**config.mk**
```make
export PLATFORM = sky130hd
export DESIGN_NAME = rs485_driver_enable_control
export DESIGN_NICKNAME = d
export VERILOG_FILES = /design/src/design/line_drv_pkg.sv /design/src/design/rs485_driver_enable_control.sv
export SDC_FILE = /design/constraint.sdc
export NUM_CORES = 1
export LEC_CHECK = 0
export ABC_AREA = 1
export BUFFER_PORTS_ARGS = -buffer_cell sky130_fd_sc_hd__buf_2
export CORE_MARGIN = 2
export CORE_UTILIZATION = 58
export CTS_BUF_LIST = sky130_fd_sc_hd__clkbuf_8
export DETAILED_ROUTE_END_ITERATION = 12
export PLACE_DENSITY = 0.79
export SLEW_MARGIN = 30
export SYNTH_ARGS = -nofsm -noshare
export SYNTH_HDL_FRONTEND = slang
export SYNTH_HIERARCHICAL = 1
export SYNTH_SLANG_ARGS = --single-unit
```
**constraint.sdc**
```tcl
create_clock -name core_clk_in -period 5.4 [get_ports core_clk_in]
set_clock_uncertainty 0.2 [all_clocks]
set_input_delay 0.81 -clock core_clk_in [delete_from_list [all_inputs] [get_ports core_clk_in]]
set_output_delay 0.81 -clock core_clk_in [all_outputs]
set_load 0.05 [all_outputs]
```
**src/design/line_drv_pkg.sv**
```systemverilog
package line_drv_pkg;

    // Frame length in bits: start + data + parity + stop, baud ticks of 16x
    localparam int unsigned DIV_W        = 16;
    localparam int unsigned TICK_W       = 24;
    localparam int unsigned OVERSAMPLE   = 16;
    localparam int unsigned START_BITS   = 1;
    localparam int unsigned MIN_DATA     = 5;
    localparam int unsigned MIN_STOP     = 1;
    localparam int unsigned LED_TIME_NS  = 20000000;
    localparam int unsigned CLK_NS       = 5;
    localparam int unsigned LED_CYCLES   = LED_TIME_NS / CLK_NS;
    localparam int unsigned LED_W        = 23;
    localparam logic [DIV_W-1:0] DIV_RESET = 16'h0001;

    typedef enum logic [1:0] {
        CFG_SIMPLEX_RX = 2'b00,
        CFG_SIMPLEX_TX = 2'b01,
        CFG_HALF       = 2'b10,
        CFG_FULL       = 2'b11
    } duplex_t;

    typedef enum logic [1:0] {
        ST_IDLE = 2'b00,
        ST_SEND = 2'b01,
        ST_HOLD = 2'b10
    } drv_state_t;

    // UART side view of the transmitter and modem control
    typedef struct packed {
        logic             tx_pending;
        logic             tx_shift_empty;
        logic             rts;
        logic             txd;
        logic [DIV_W-1:0] divisor;
        logic [1:0]       word_len;
        logic             parity_en;
        logic             two_stop;
    } uart_side_t;

    // Strap configuration
    typedef struct packed {
        logic    auto_sel;
        logic    rts_sel;
        duplex_t duplex;
    } strap_t;

endpackage : line_drv_pkg

```
**src/design/rs485_driver_enable_control.sv**
```systemverilog
// What this block does
// - The driver is on only while this node must send, and off otherwise.
// - Automatic mode turns the driver on as soon as a character is pending.
// - Automatic mode keeps the driver on one character after the last bit.
// - The hold time follows the programmed baud rate with no extra setting.
// - In request-to-send mode the driver follows the request-to-send bit.
// - Two indicators pulse on transmit and on receive line activity.
// - Simplex passes data one way only, transmit-only or receive-only.
// - Half duplex never transmits and receives at the same moment.
// - Full duplex sends and receives at once; reception never gates drive.
// - A two-wire port runs half duplex only.
// - Driver timing works from about 191 baud (divisor 65535 at the 5 ns clock) up to 12.5 Mbaud (divisor 1).
// - Only one driver control source is used, automatic or request-to-send.
module rs485_driver_enable_control (
    input  wire logic                    core_clk_in,
    input  wire logic                    rst_in,
    input  wire line_drv_pkg::uart_side_t uart_in,
    input  wire line_drv_pkg::strap_t    strap_in,
    input  wire logic                    line_rxd_in,
    output logic                         line_txd_out,
    output logic                         drv_en_out,
    output logic                         rcv_en_n_out,
    output logic                         uart_rxd_out,
    output logic                         tx_led_out,
    output logic                         rx_led_out,
    output logic                         cfg_error_out
);
    import line_drv_pkg::*;

    drv_state_t          state_q, state_d;
    logic [TICK_W-1:0]   hold_q, hold_d;
    logic [TICK_W-1:0]   char_cycles;
    logic [3:0]          frame_bits;
    logic                drv_q, drv_d;
    logic                txd_q, txd_d;
    logic                rxd_q, rxd_d;
    logic                rcv_en_n_q, rcv_en_n_d;
    logic                err_q, err_d;
    logic                tx_ok;
    logic                rx_ok;
    logic                auto_mode;
    logic                rts_mode;
    logic                want_drv;
    logic                rx_gate;

    // Frame length and character time in clock cycles
    always_comb begin
        frame_bits = 4'(START_BITS + MIN_DATA + MIN_STOP)
                   + {2'b00, uart_in.word_len}
                   + {3'b000, uart_in.parity_en}
                   + {3'b000, uart_in.two_stop};
        char_cycles = TICK_W'(uart_in.divisor) * TICK_W'(OVERSAMPLE)
                    * TICK_W'(frame_bits);
    end

    // Source selection; both or neither strapped is a fault
    always_comb begin
        auto_mode = strap_in.auto_sel && !strap_in.rts_sel;
        rts_mode  = strap_in.rts_sel && !strap_in.auto_sel;
        err_d     = strap_in.auto_sel == strap_in.rts_sel;
    end

    // Direction permissions per duplex setting
    always_comb begin
        tx_ok = 1'b0;
        rx_ok = 1'b0;
        case (strap_in.duplex)
            CFG_SIMPLEX_RX: rx_ok = 1'b1;
            CFG_SIMPLEX_TX: tx_ok = 1'b1;
            CFG_HALF: begin
                tx_ok = 1'b1;
                rx_ok = 1'b1;
            end
            CFG_FULL: begin
                tx_ok = 1'b1;
                rx_ok = 1'b1;
            end
            default: begin
                tx_ok = 1'b0;
                rx_ok = 1'b0;
            end
        endcase
    end

    // Automatic driver control
    always_comb begin
        state_d = state_q;
        hold_d  = hold_q;
        case (state_q)
            ST_IDLE: begin
                if (uart_in.tx_pending) begin
                    state_d = ST_SEND;
                end
            end
            ST_SEND: begin
                if (!uart_in.tx_pending && uart_in.tx_shift_empty) begin
                    state_d = ST_HOLD;
                    hold_d  = (char_cycles == '0) ? TICK_W'(1)
                                                  : char_cycles;
                end
            end
            ST_HOLD: begin
                if (uart_in.tx_pending) begin
                    state_d = ST_SEND;
                end else if (hold_q <= TICK_W'(1)) begin
                    state_d = ST_IDLE;
                    hold_d  = '0;
                end else begin
                    hold_d  = hold_q - TICK_W'(1);
                end
            end
            default: begin
                state_d = ST_IDLE;
                hold_d  = '0;
            end
        endcase
    end

    // Driver, receiver gating and data paths
    always_comb begin
        want_drv = 1'b0;
        if (auto_mode) begin
            want_drv = (state_d != ST_IDLE) || uart_in.tx_pending;
        end else if (rts_mode) begin
            want_drv = uart_in.rts;
        end
        drv_d = want_drv && tx_ok;
        if (strap_in.duplex == CFG_HALF) begin
            rcv_en_n_d = drv_d || !rx_ok;
        end else begin
            rcv_en_n_d = !rx_ok;
        end
        txd_d = drv_d ? uart_in.txd : 1'b1;
        rxd_d = rcv_en_n_d ? 1'b1 : line_rxd_in;
    end

    // Activity stretchers for the indicators
    assign rx_gate = !rcv_en_n_q;

    activity_stretch activity_stretch_tx (
        .core_clk_in (core_clk_in),
        .rst_in      (rst_in),
        .gate_in     (drv_q),
        .level_in    (txd_q),
        .led_out     (tx_led_out)
    );

    activity_stretch activity_stretch_rx (
        .core_clk_in (core_clk_in),
        .rst_in      (rst_in),
        .gate_in     (rx_gate),
        .level_in    (rxd_q),
        .led_out     (rx_led_out)
    );

    // Automatic control state
    always_ff @(posedge core_clk_in) begin
        if (rst_in) begin
            state_q <= ST_IDLE;
            hold_q  <= '0;
        end else begin
            state_q <= state_d;
            hold_q  <= hold_d;
        end
    end

    // Line side registers, all safe at reset: driver off, lines idle
    always_ff @(posedge core_clk_in) begin
        if (rst_in) begin
            drv_q      <= 1'b0;
            txd_q      <= 1'b1;
            rxd_q      <= 1'b1;
            rcv_en_n_q <= 1'b1;
        end else begin
            drv_q      <= drv_d;
            txd_q      <= txd_d;
            rxd_q      <= rxd_d;
            rcv_en_n_q <= rcv_en_n_d;
        end
    end

    // Strap fault flag
    always_ff @(posedge core_clk_in) begin
        if (rst_in) begin
            err_q <= 1'b0;
        end else begin
            err_q <= err_d;
        end
    end

    assign drv_en_out    = drv_q;
    assign line_txd_out  = txd_q;
    assign rcv_en_n_out  = rcv_en_n_q;
    assign uart_rxd_out  = rxd_q;
    assign cfg_error_out = err_q;

endmodule : rs485_driver_enable_control

// Holds an indicator on for a fixed span after each edge on a gated level
module activity_stretch #(
    parameter int unsigned WIDTH = line_drv_pkg::LED_W,
    parameter int unsigned SPAN  = line_drv_pkg::LED_CYCLES
) (
    input  wire logic core_clk_in,
    input  wire logic rst_in,
    input  wire logic gate_in,
    input  wire logic level_in,
    output logic      led_out
);
    import line_drv_pkg::*;

    logic [WIDTH-1:0] cnt_q, cnt_d;
    logic             seen_q, seen_d;
    logic             led_q, led_d;

    // Restart the span on every edge while the path is open
    always_comb begin
        cnt_d  = cnt_q;
        seen_d = level_in;
        if (gate_in && (level_in != seen_q)) begin
            cnt_d = WIDTH'(SPAN);
        end else if (cnt_q != '0) begin
            cnt_d = cnt_q - WIDTH'(1);
        end
        led_d = cnt_d != '0;
    end

    // Seen level resets to the idle line level so reset gives no false edge
    always_ff @(posedge core_clk_in) begin
        if (rst_in) begin
            cnt_q  <= '0;
            seen_q <= 1'b1;
            led_q  <= 1'b0;
        end else begin
            cnt_q  <= cnt_d;
            seen_q <= seen_d;
            led_q  <= led_d;
        end
    end

    assign led_out = led_q;

endmodule : activity_stretch

```
======== After elaboration in Yosys (flattened, before gate mapping) ========
Index checks and enable logic that the tools add are counted.
cells by class
  bitwise operators ....................... 2
  mux-type cells .......................... 19
  multipliers ............................. 1
  $add $sub $neg .......................... 6
  eq/ne operators ......................... 10
  reduce and logical (&&, ||, !) cells .... 26
  order comparisons ....................... 1
operator list
  cell                                                             count
  two-way mux 24 bit                                               4
  two-way mux 23 bit                                               4
  nonzero test 23 bit                                              4
  case mux 24 bit (3 select lines)                                 1
  subtractor 23 x 1 -> 23 bit, second input constant               2
  less-or-equal comparator 24 x 1 -> 1 bit, second input constant  1
  zero test 24 bit                                                 1
  subtractor 24 x 1 -> 24 bit, second input constant               1
  multiplier 16 x 4 -> 20 bit                                      1
  adder 4 x 1 -> 4 bit                                             2
  two-way mux 2 bit                                                4
  equality test 2 bit, second input constant                       3
  logical AND 1 bit                                                6
  case mux 2 bit (3 select lines)                                  1
  OR reduction 3 bit                                               2
  zero test 1 bit                                                  5
  two-way mux 1 bit                                                5
  adder 3 x 2 -> 4 bit, first input constant                       1
  equality test 2 x 1 -> 1 bit, second input constant              2
  zero test 2 bit                                                  2
  != test 2 bit, second input constant                             2
  OR reduction 2 bit                                               2
  AND reduction 3 bit                                              1
  logical OR 1 bit                                                 2
  4 further kinds                                                  6
storage, ports and cells
  logic and storage cells ................. 78
  register bits ........................... 81
  input port bits ......................... 31

======== Logic depth before layout (Yosys ltp) ========
Gate-level depths: netlist of run 1.
  depth in word-level cells ............... 11
  depth in mapped cells ................... 28
  mapped depth without buffers ............ 27

======== Modules after synthesis ========
The synthesis of run 1 kept the hierarchy.
by module, submodules not included
  module                       instances  area each (um^2)  cells an instance
  rs485_driver_enable_control  1          4366.7            699
  activity_stretch             2          1660.3            270

======== Worst setup path before layout of run 1 ========
No wires, ideal clock.
  kind .................................... input to register
  start ................................... input port uart_in[0] (netlist bit)
  end ..................................... register hold_q[0]
  buffers on the path ..................... 1
  stages on the path ...................... 25
  data required time ...................... 5.130 ns
  setup slack ............................. 0.218 ns
  data arrival time ....................... 4.912 ns
  cells stage by stage .................... inv_1 > ha_1 > inv_1 > ha_1 > fa_1 > or2_2 > nand2_1 > clkbuf_1 > nor2_1 > fa_1 > inv_1 > fa_1 > inv_1 > ha_1 > nand2_1 > inv_1 > a21oi_1 > nand2_1 > nand3_1 > nand3b_1 > nand2_1 > nand2_1 > nor2_1 > nand3_1 > a21oi_1
on the way
  longest elaborated chain between the ends .. 6
ends and longest elaborated chain
  item                              line                                RTL
  from (decl)                       rs485_driver_enable_control.sv:17   input wire line_drv_pkg::uart_side_t uart_in,
  adder 4 x 1 -> 4 bit              rs485_driver_enable_control.sv:51   + {3'b000, uart_in.two_stop};
  multiplier 16 x 4 -> 20 bit       rs485_driver_enable_control.sv:53   * TICK_W'(frame_bits);
  zero test 24 bit                  rs485_driver_enable_control.sv:98   hold_d = (char_cycles == '0) ? TICK_W'(1)
  two-way mux 24 bit                rs485_driver_enable_control.sv:98
  two-way mux 24 bit                rs485_driver_enable_control.sv:96   if (!uart_in.tx_pending && uart_in.tx_shift_empty) begin
  case mux 24 bit (3 select lines)  rs485_driver_enable_control.sv:89   case (state_q)
  to (signal assigned)              rs485_driver_enable_control.sv:163  hold_q <= hold_d;
  to (decl)                         rs485_driver_enable_control.sv:31   logic [TICK_W-1:0] hold_q, hold_d;
No other way between the ends. The select of a mux whose other input is x is not followed.
A chain may end at the register's enable or synchronous reset.

======== Worst setup path after layout of run 1 ========
Same ends and word-level chain as after synthesis.

==> flow_summary.toml, run 1 <==
[synthesis]
syn-num-nets = 1340
top_reg_cell_synth = "sky130_fd_sc_hd__dfxtp_1"
yosys-top-cells-area = "sky130_fd_sc_hd__dfxtp_1 21%, sky130_fd_sc_hd__nand2_1 16%, sky130_fd_sc_hd__nor2_1 10%, sky130_fd_sc_hd__inv_1 8.9%, sky130_fd_sc_hd__fa_1 7.6%"
post_synth_xor_area_fraction_pct = 2.96
synth-seq-cells = 81
synth_simple_gate_area_share_pct = 44.0
main_combinational_cell_family_by_area_after_synthesis = "simple AND/OR/NAND/NOR gates"
yosys.area.top_type = "sky130_fd_sc_hd__dfxtp_1"
ys_seq_area_share_pct = 21.1
postSynth.asyncResetShare_pct = 0
synth_common_cells = "335 x sky130_fd_sc_hd__nand2_1, 209 x sky130_fd_sc_hd__nor2_1, 182 x sky130_fd_sc_hd__inv_1"
yosys.cell_types.count = 41
syn_avg_cell_area_um2 = 6.20
synth_largest_type_area_fraction_pct = 21.1
synth.cell_area_mm2 = 0.00769
synth_enable_flop_cells = 0
synth-adder-area-share_pct = 14.2
post-synth-top-count-cell = "sky130_fd_sc_hd__nand2_1"
synthesis_warning_total = 6
synthCells = 1239
synth_compound_area_share_pct = 6.80
synthMuxAreaShare_pct = 0

[critical_path]
worst_ep_arrival_time_ns = 5.11
cp-end-kind = "flop"
timing.critical_path.fanout_max = 9
crit-reg2reg-launch = "state_q[1]$_SDFF_PP0_"
setup.worst_path.start = "uart_in[0]"
worstPathRequired_ns = 5.50
timing.setup.critical_path_class = "primary input to flop"
startpoint_type = "primary input"

[timing]
min_period_over_period_pct = 92.8
worst_slew_margin_rel_pct = 45.3
setup-violations-final = 0
worst_slew_pin_slew_ns = 0.820
timing.final.hold_violations = 0
final_max_slew_viol_count = 0
achievable-frequency_ghz = 0.199
fin_crit_ns = 5.01

[cts]
worst_skew_pair.late_latency_ns = 0.37
root_buffer_master = "sky130_fd_sc_hd__clkbuf_8"
cts_max_path_buffers = 2
clkSlewWorstSetupHoldPaths_ns = 0.08
numClockSinks = 81
clock_tree.htree_level_count = 3
cts_tree = "yes"
tritoncts.num_buffers = 9
post-cts-setup-buffer-count = 0

[floorplan]
core_area_mm2 = 0.0131
fp.dieH_um = 119
die-width_um = 119
area_of_the_die_mm2 = 0.0142
top_level_port_count = 38
start_util_pct = 58.7
placement_rows = 42

[layout]
stdcell_area_mm2 = 0.00827
seq_area_mm2 = 0.00162
inserted_diodes = 0
finalCoreUtilization_pct = 63.2
fillerInstances = 1241
layoutNonFillerInstCount = 1449
multi_input_area_mm2 = 0.00527
drive_gt1_share_pct = 11.1
relative_area_change_from_synthesis_to_final_layout_pct = 7.58
final_net_count = 1369

[place]
detailed_placement_hpwl_um = 13600
place_inst = 1433
post_dp_cell_area_mm2 = 0.00802
globalplace.congestion = 0.953
port_buffers = 37

[grt]
grt_pass1_wl_um = 31700
first_global_vias = 7332
grt_antenna_before_repair = 0
grt_max_degree = 79
grt-ovfl-total = 0
grt_usage_pct = 26.6

[power]
totalPowerFinal_mw = 4.77
leakage_nw = 4.51
power.density_mw_per_mm2 = 577
peakVddDrop_uv = 281

[drt]
wl_per_cell_um = 12.2
postRouteWirelength_um = 17700
routed_via_density = 5.23
dr.first_iter.drc_count = 463
drc_errors = 0
vias = 7575
postRouteAntennaNets = 0
drt-pass1-iter-count = 5

[run]
max_cap_viol_count = 0

[hold_path]
worstHoldStart = "hold_q[18]$_SDFFE_PP0P_"
min_path_type = "flop to flop"

[run_status]
outcome = "finished, final reports clean"
-- logic make-up (layout without fill, tap and decap cells) --
family,after synthesis,count (layout)
compound gates,96,96
xor+xnor,26,26
fa+ha+maj,70,70
buf+inv,215,249
flops,81,81
simple gates,751,751
-- power breakdown --
part           switching (mW)  internal, mW  total, mW
sequential              0.159         0.755      0.914
combinational            2.20          1.17       3.37
clock                   0.232         0.256      0.488
-- cell type report --
class,count,share of cell area (%)
Clock buffer,9,1.50
Clock inverter,7,1.06
Inverter,189,8.61
Multi-Input combinational cell,943,63.7
Sequential cell,81,19.6
Tap cell,176,2.66
Timing Repair Buffer,44,2.87
-- cell usage in the layout, fill, tap and decap left out, types with 5 or more instances in the layout --
cell / netlist / routed
sky130_fd_sc_hd__a21oi_1: 53 / 52
sky130_fd_sc_hd__nand2_1: 335 / 334
sky130_fd_sc_hd__buf_4: 2 / 7
sky130_fd_sc_hd__dfxtp_1: 81 / 81
sky130_fd_sc_hd__xor2_1: 16 / 16
sky130_fd_sc_hd__nand3b_1: 28 / 28
sky130_fd_sc_hd__clkbuf_8: 0 / 9
sky130_fd_sc_hd__ha_1: 41 / 39
sky130_fd_sc_hd__nand3_1: 73 / 73
sky130_fd_sc_hd__or2_2: 5 / 5
sky130_fd_sc_hd__fa_1: 29 / 29
sky130_fd_sc_hd__o21ai_0: 15 / 14
sky130_fd_sc_hd__o21ai_1: 5 / 6
sky130_fd_sc_hd__nor2_2: 27 / 27
sky130_fd_sc_hd__o22ai_1: 14 / 14
sky130_fd_sc_hd__xnor2_1: 10 / 10
sky130_fd_sc_hd__nand2_2: 20 / 21
sky130_fd_sc_hd__buf_2: 4 / 37
sky130_fd_sc_hd__nor2_4: 8 / 8
sky130_fd_sc_hd__nor3_1: 12 / 12
sky130_fd_sc_hd__nor2_1: 209 / 209
sky130_fd_sc_hd__nand4_1: 17 / 17
sky130_fd_sc_hd__inv_1: 182 / 184
-- worst max-delay path: stages --
cell	delay, ns
sky130_fd_sc_hd__buf_2	0.08
sky130_fd_sc_hd__inv_1	0.05
sky130_fd_sc_hd__ha_1	0.27
sky130_fd_sc_hd__inv_1	0.04
sky130_fd_sc_hd__ha_1	0.21
sky130_fd_sc_hd__fa_1	0.42
sky130_fd_sc_hd__or2_2	0.31
sky130_fd_sc_hd__nand2_1	0.10
sky130_fd_sc_hd__buf_4	0.17
sky130_fd_sc_hd__nor2_1	0.06
sky130_fd_sc_hd__fa_1	0.50
sky130_fd_sc_hd__inv_1	0.07
sky130_fd_sc_hd__fa_1	0.53
sky130_fd_sc_hd__inv_1	0.04
sky130_fd_sc_hd__ha_1	0.35
sky130_fd_sc_hd__a21oi_1	0.26
sky130_fd_sc_hd__o21bai_1	0.13
sky130_fd_sc_hd__a21oi_1	0.18
sky130_fd_sc_hd__nand3b_1	0.09
sky130_fd_sc_hd__nand2_1	0.10
sky130_fd_sc_hd__nand2_1	0.06
sky130_fd_sc_hd__nor2_1	0.10
sky130_fd_sc_hd__nand3_1	0.08
sky130_fd_sc_hd__a21oi_1	0.12
-- flip-flops by register name (all words and copies together), names as in the netlist --
name	cells
hold_q	24
activity_stretch_rx/cnt_q	23
activity_stretch_tx/cnt_q	23
state_q	2
activity_stretch_rx/led_out	1
activity_stretch_rx/seen_q	1
activity_stretch_tx/led_out	1
activity_stretch_tx/seen_q	1
cfg_error_out	1
drv_en_out	1
line_txd_out	1
rcv_en_n_out	1
uart_rxd_out	1
-- final timing paths --
check	depth (start not counted)	to	slack (ns)
setup / recovery	24	hold_q[0]$_SDFFE_PP0P_	0.39
hold / removal	2	hold_q[18]$_SDFFE_PP0P_	0.31
setup reg to reg	13	hold_q[20]$_SDFFE_PP0P_	2.51
hold reg to reg	2	hold_q[18]$_SDFFE_PP0P_	0.31
-- through the flow --
stage	worst slack, ns	TNS (ns)	hold WS, ns
floorplan	0.218	0	0.269
global placement	0.0686	0	0.283
detailed placement	0.00415	0	0.294
CTS	0.388	0	0.308
global route	-0.00673	-0.00673	0.349
finish	0.386	0	0.310
-- per-layer routing --
layer,vias up,GRT usage [%],part of all wire (%)
met4,0,8.11,2.1
met2,178,46.6,49
met1,3448,33.4,45
li1,3909,-,-
met5,-,0,0
met3,40,4.31,4.0
-- repair_timing --
item,in CTS,in global routing
endpoints found under the setup margin,0,1
endpoints found under the hold margin,0,0
gates resized for setup,0,5
hold buffers,0,0
No activity file was read; power rests on OpenSTA's default activity.
==> inputs of run 2 (changes only) <==
--- a/config.mk
+++ b/config.mk
@@ -7,9 +7,9 @@
 export LEC_CHECK = 0
 export ABC_AREA = 1
 export BUFFER_PORTS_ARGS = -buffer_cell sky130_fd_sc_hd__buf_2
-export CORE_MARGIN = 2
+export CORE_MARGIN = 3
 export CORE_UTILIZATION = 58
-export CTS_BUF_LIST = sky130_fd_sc_hd__clkbuf_8
+export CTS_BUF_LIST = sky130_fd_sc_hd__clkbuf_4
 export DETAILED_ROUTE_END_ITERATION = 12
 export PLACE_DENSITY = 0.79
 export SLEW_MARGIN = 30
==> run 2 against run 1 <==
Net effect:
- die area is 3.4% higher
- total power is 4.4% lower
- critical path depth stayed put
- clock power is 32% lower
- cell count is 0.35% lower
- global-route usage is 1.1 points lower
- core utilization is 0.43 points higher
==> flow_summary.toml, run 2 (synthesis results as in run 1) <==
[run_status]
outcome = "finished, final reports clean"

[layout]
leading_registers_by_flop_count = "hold_q x24, activity_stretch_rx/cnt_q x23, activity_stretch_tx/cnt_q x23"
multi_input_area_mm2 = 0.00524
largest_register_ffs = 24
finalCoreUtilization_pct = 63.6
top_register = "hold_q"
layout_commonest_cell = "sky130_fd_sc_hd__nand2_1"
layoutNonFillerInstCount = 1444
seq_area_mm2 = 0.00162
layout_common_cells = "335 x sky130_fd_sc_hd__nand2_1, 209 x sky130_fd_sc_hd__nor2_1, 182 x sky130_fd_sc_hd__inv_1"
relative_area_change_from_synthesis_to_final_layout_pct = 5.75
drive_gt1_share_pct = 10.8
fillerInstances = 1247
final_net_count = 1367

[power]
power.density_mw_per_mm2 = 561
peakVddDrop_uv = 234
leakage_nw = 4.46
totalPowerFinal_mw = 4.56

[critical_path]
path_delay_family = "adder cells"
cp-end-kind = "flop"
cpPeakStageDelay_ns = 0.55
worst_path_most_repeated_cell = "sky130_fd_sc_hd__inv_1"
cp_num_buf_inv = 6
worst_ep_arrival_time_ns = 5.14
timing.critical_path.fanout_max = 8
startpoint_type = "primary input"
timing.setup.critical_path_class = "primary input to flop"
timing.critical_path.cells = "buf_2 -> inv_1 -> ha_1 -> inv_1 -> ha_1 -> fa_1 -> or2_2 -> nand2_1 -> buf_4 -> nor2_1 -> fa_1 -> inv_1 -> fa_1 -> inv_1 -> ha_1 -> a21oi_1 -> nand2_1 -> a21oi_1 -> nand3_1 -> nand2_1 -> nand3_1 -> nor2_1 -> nand3_1 -> a21oi_1"
rr_worst_depth = 13
worstPathRequired_ns = 5.61
timing.critical_path.slowest_stage_cell = "sky130_fd_sc_hd__fa_1"
worst_path_depth = 24

[timing]
final_max_slew_viol_count = 0
worst_slew_pin_slew_ns = 0.832
achievable-frequency_ghz = 0.203
unrepaired_setup_endpoints_after_global_routing = "false"
layout_setup_ws_ns = 0.470
setup-violations-final = 0
fin_crit_ns = 4.93
timing.final.hold_violations = 0
worst_slew_margin_rel_pct = 44.5
min_period_over_period_pct = 91.3

[floorplan]
die-width_um = 121
area_of_the_die_mm2 = 0.0147
start_util_pct = 60.2
fp.dieH_um = 121
core_area_mm2 = 0.0128
placement_rows = 41
top_level_port_count = 38

[grt]
grt-ovfl-total = 0
grt_usage_pct = 25.5
grt_max_degree = 79
grt_pass1_wl_um = 31000
grt_antenna_before_repair = 1
first_global_vias = 7056

[place]
detailed_placement_hpwl_um = 13600
globalplace.congestion = 0.926
place_inst = 1427
port_buffers = 37
dp_worst_setup_slack_ns = -0.00844

[cts]
tritoncts.num_buffers = 9
clkSlewWorstSetupHoldPaths_ns = 0.13
clock_tree.htree_level_count = 3
worst_skew_pair.late_latency_ns = 0.48
cts_tree = "yes"
post-cts-setup-buffer-count = 0
ctsHoldBuffers = 0
numClockSinks = 81
cts_max_path_buffers = 2
root_buffer_master = "sky130_fd_sc_hd__clkbuf_4"
cts.repair.resized = 0

[drt]
dr.first_iter.drc_count = 506
vias = 7471
wl_per_cell_um = 12.0
postRouteAntennaNets = 0
drc_errors = 0
postRouteWirelength_um = 17400
drt-pass1-iter-count = 5
routed_via_density = 5.17

[hold_path]
hold-path-cell-count = 2
min_path_type = "flop to flop"

[run]
max_cap_viol_count = 0
run 2: cell count changes in the layout (fill, tap and decap cells not counted), moves of 2 or more:
cell,change
sky130_fd_sc_hd__ha_1,+2
sky130_fd_sc_hd__buf_4,-2
sky130_fd_sc_hd__clkinv_4,+2
sky130_fd_sc_hd__inv_1,-2
sky130_fd_sc_hd__ha_4,-2
sky130_fd_sc_hd__bufinv_16,-2
sky130_fd_sc_hd__clkbuf_8,-9
sky130_fd_sc_hd__clkbuf_4,+10
run 2: stage by stage:
stage,setup TNS [ns],hold slack (ns),instance area [um^2]
6_report,0,0.310,8130
5_1_grt,0,0.316,8130
4_1_cts,0,0.300,8120
3_5_place_dp,-0.00844,0.285,8000
3_3_place_gp,0,0.280,8000
2_1_floorplan,0,0.269,7690
run 2: area by class of cell:
type / instances / share of cell area (%)
Multi-Input combinational cell: 943 / 64.4
Sequential cell: 81 / 19.9
Inverter: 189 / 8.76
Timing Repair Buffer: 42 / 2.74
Tap cell: 172 / 2.65
Clock buffer: 10 / 0.924
Clock inverter: 6 / 0.539
Antenna cell: 1 / 0.0308
run 2: routing by layer:
metal | wire (um) | track usage (%) | vias up
met1 | 7850 | 32.0 | 3378
met2 | 8430 | 44.2 | 152
met5 | 0 | 0 | -
met3 | 782 | 4.85 | 26
li1 | - | - | 3915
met4 | 314 | 7.93 | 0
run 2: final timing paths:
| check | startpoint | endpoint | slack (ns) |
|---|---|---|---|
| worst max-delay path | uart_in[0] | hold_q[0]$_SDFFE_PP0P_ | 0.47 |
| worst min register to register | hold_q[23]$_SDFFE_PP0P_ | hold_q[23]$_SDFFE_PP0P_ | 0.31 |
| worst min-delay path | hold_q[23]$_SDFFE_PP0P_ | hold_q[23]$_SDFFE_PP0P_ | 0.31 |
| worst max register to register | state_q[1]$_SDFF_PP0_ | hold_q[20]$_SDFFE_PP0P_ | 2.46 |
run 2: power breakdown:
group          switching, mW  internal, mW  total [mW]
combinational           2.18          1.14        3.32
clock                  0.230         0.101       0.331
sequential             0.159         0.755       0.914
total                   2.56          2.00        4.56
run 2: worst register-to-register path: cells and delay by family, from the launching register on:
family / cells / cell delay [ns]
flip-flops: 1 / 0.36
adder cells (fa/ha/maj): 1 / 0.37
AND/OR/NAND/NOR: 5 / 0.54
AO/OA/AOI/OAI: 1 / 0.60
buffers and inverters: 6 / 0.77
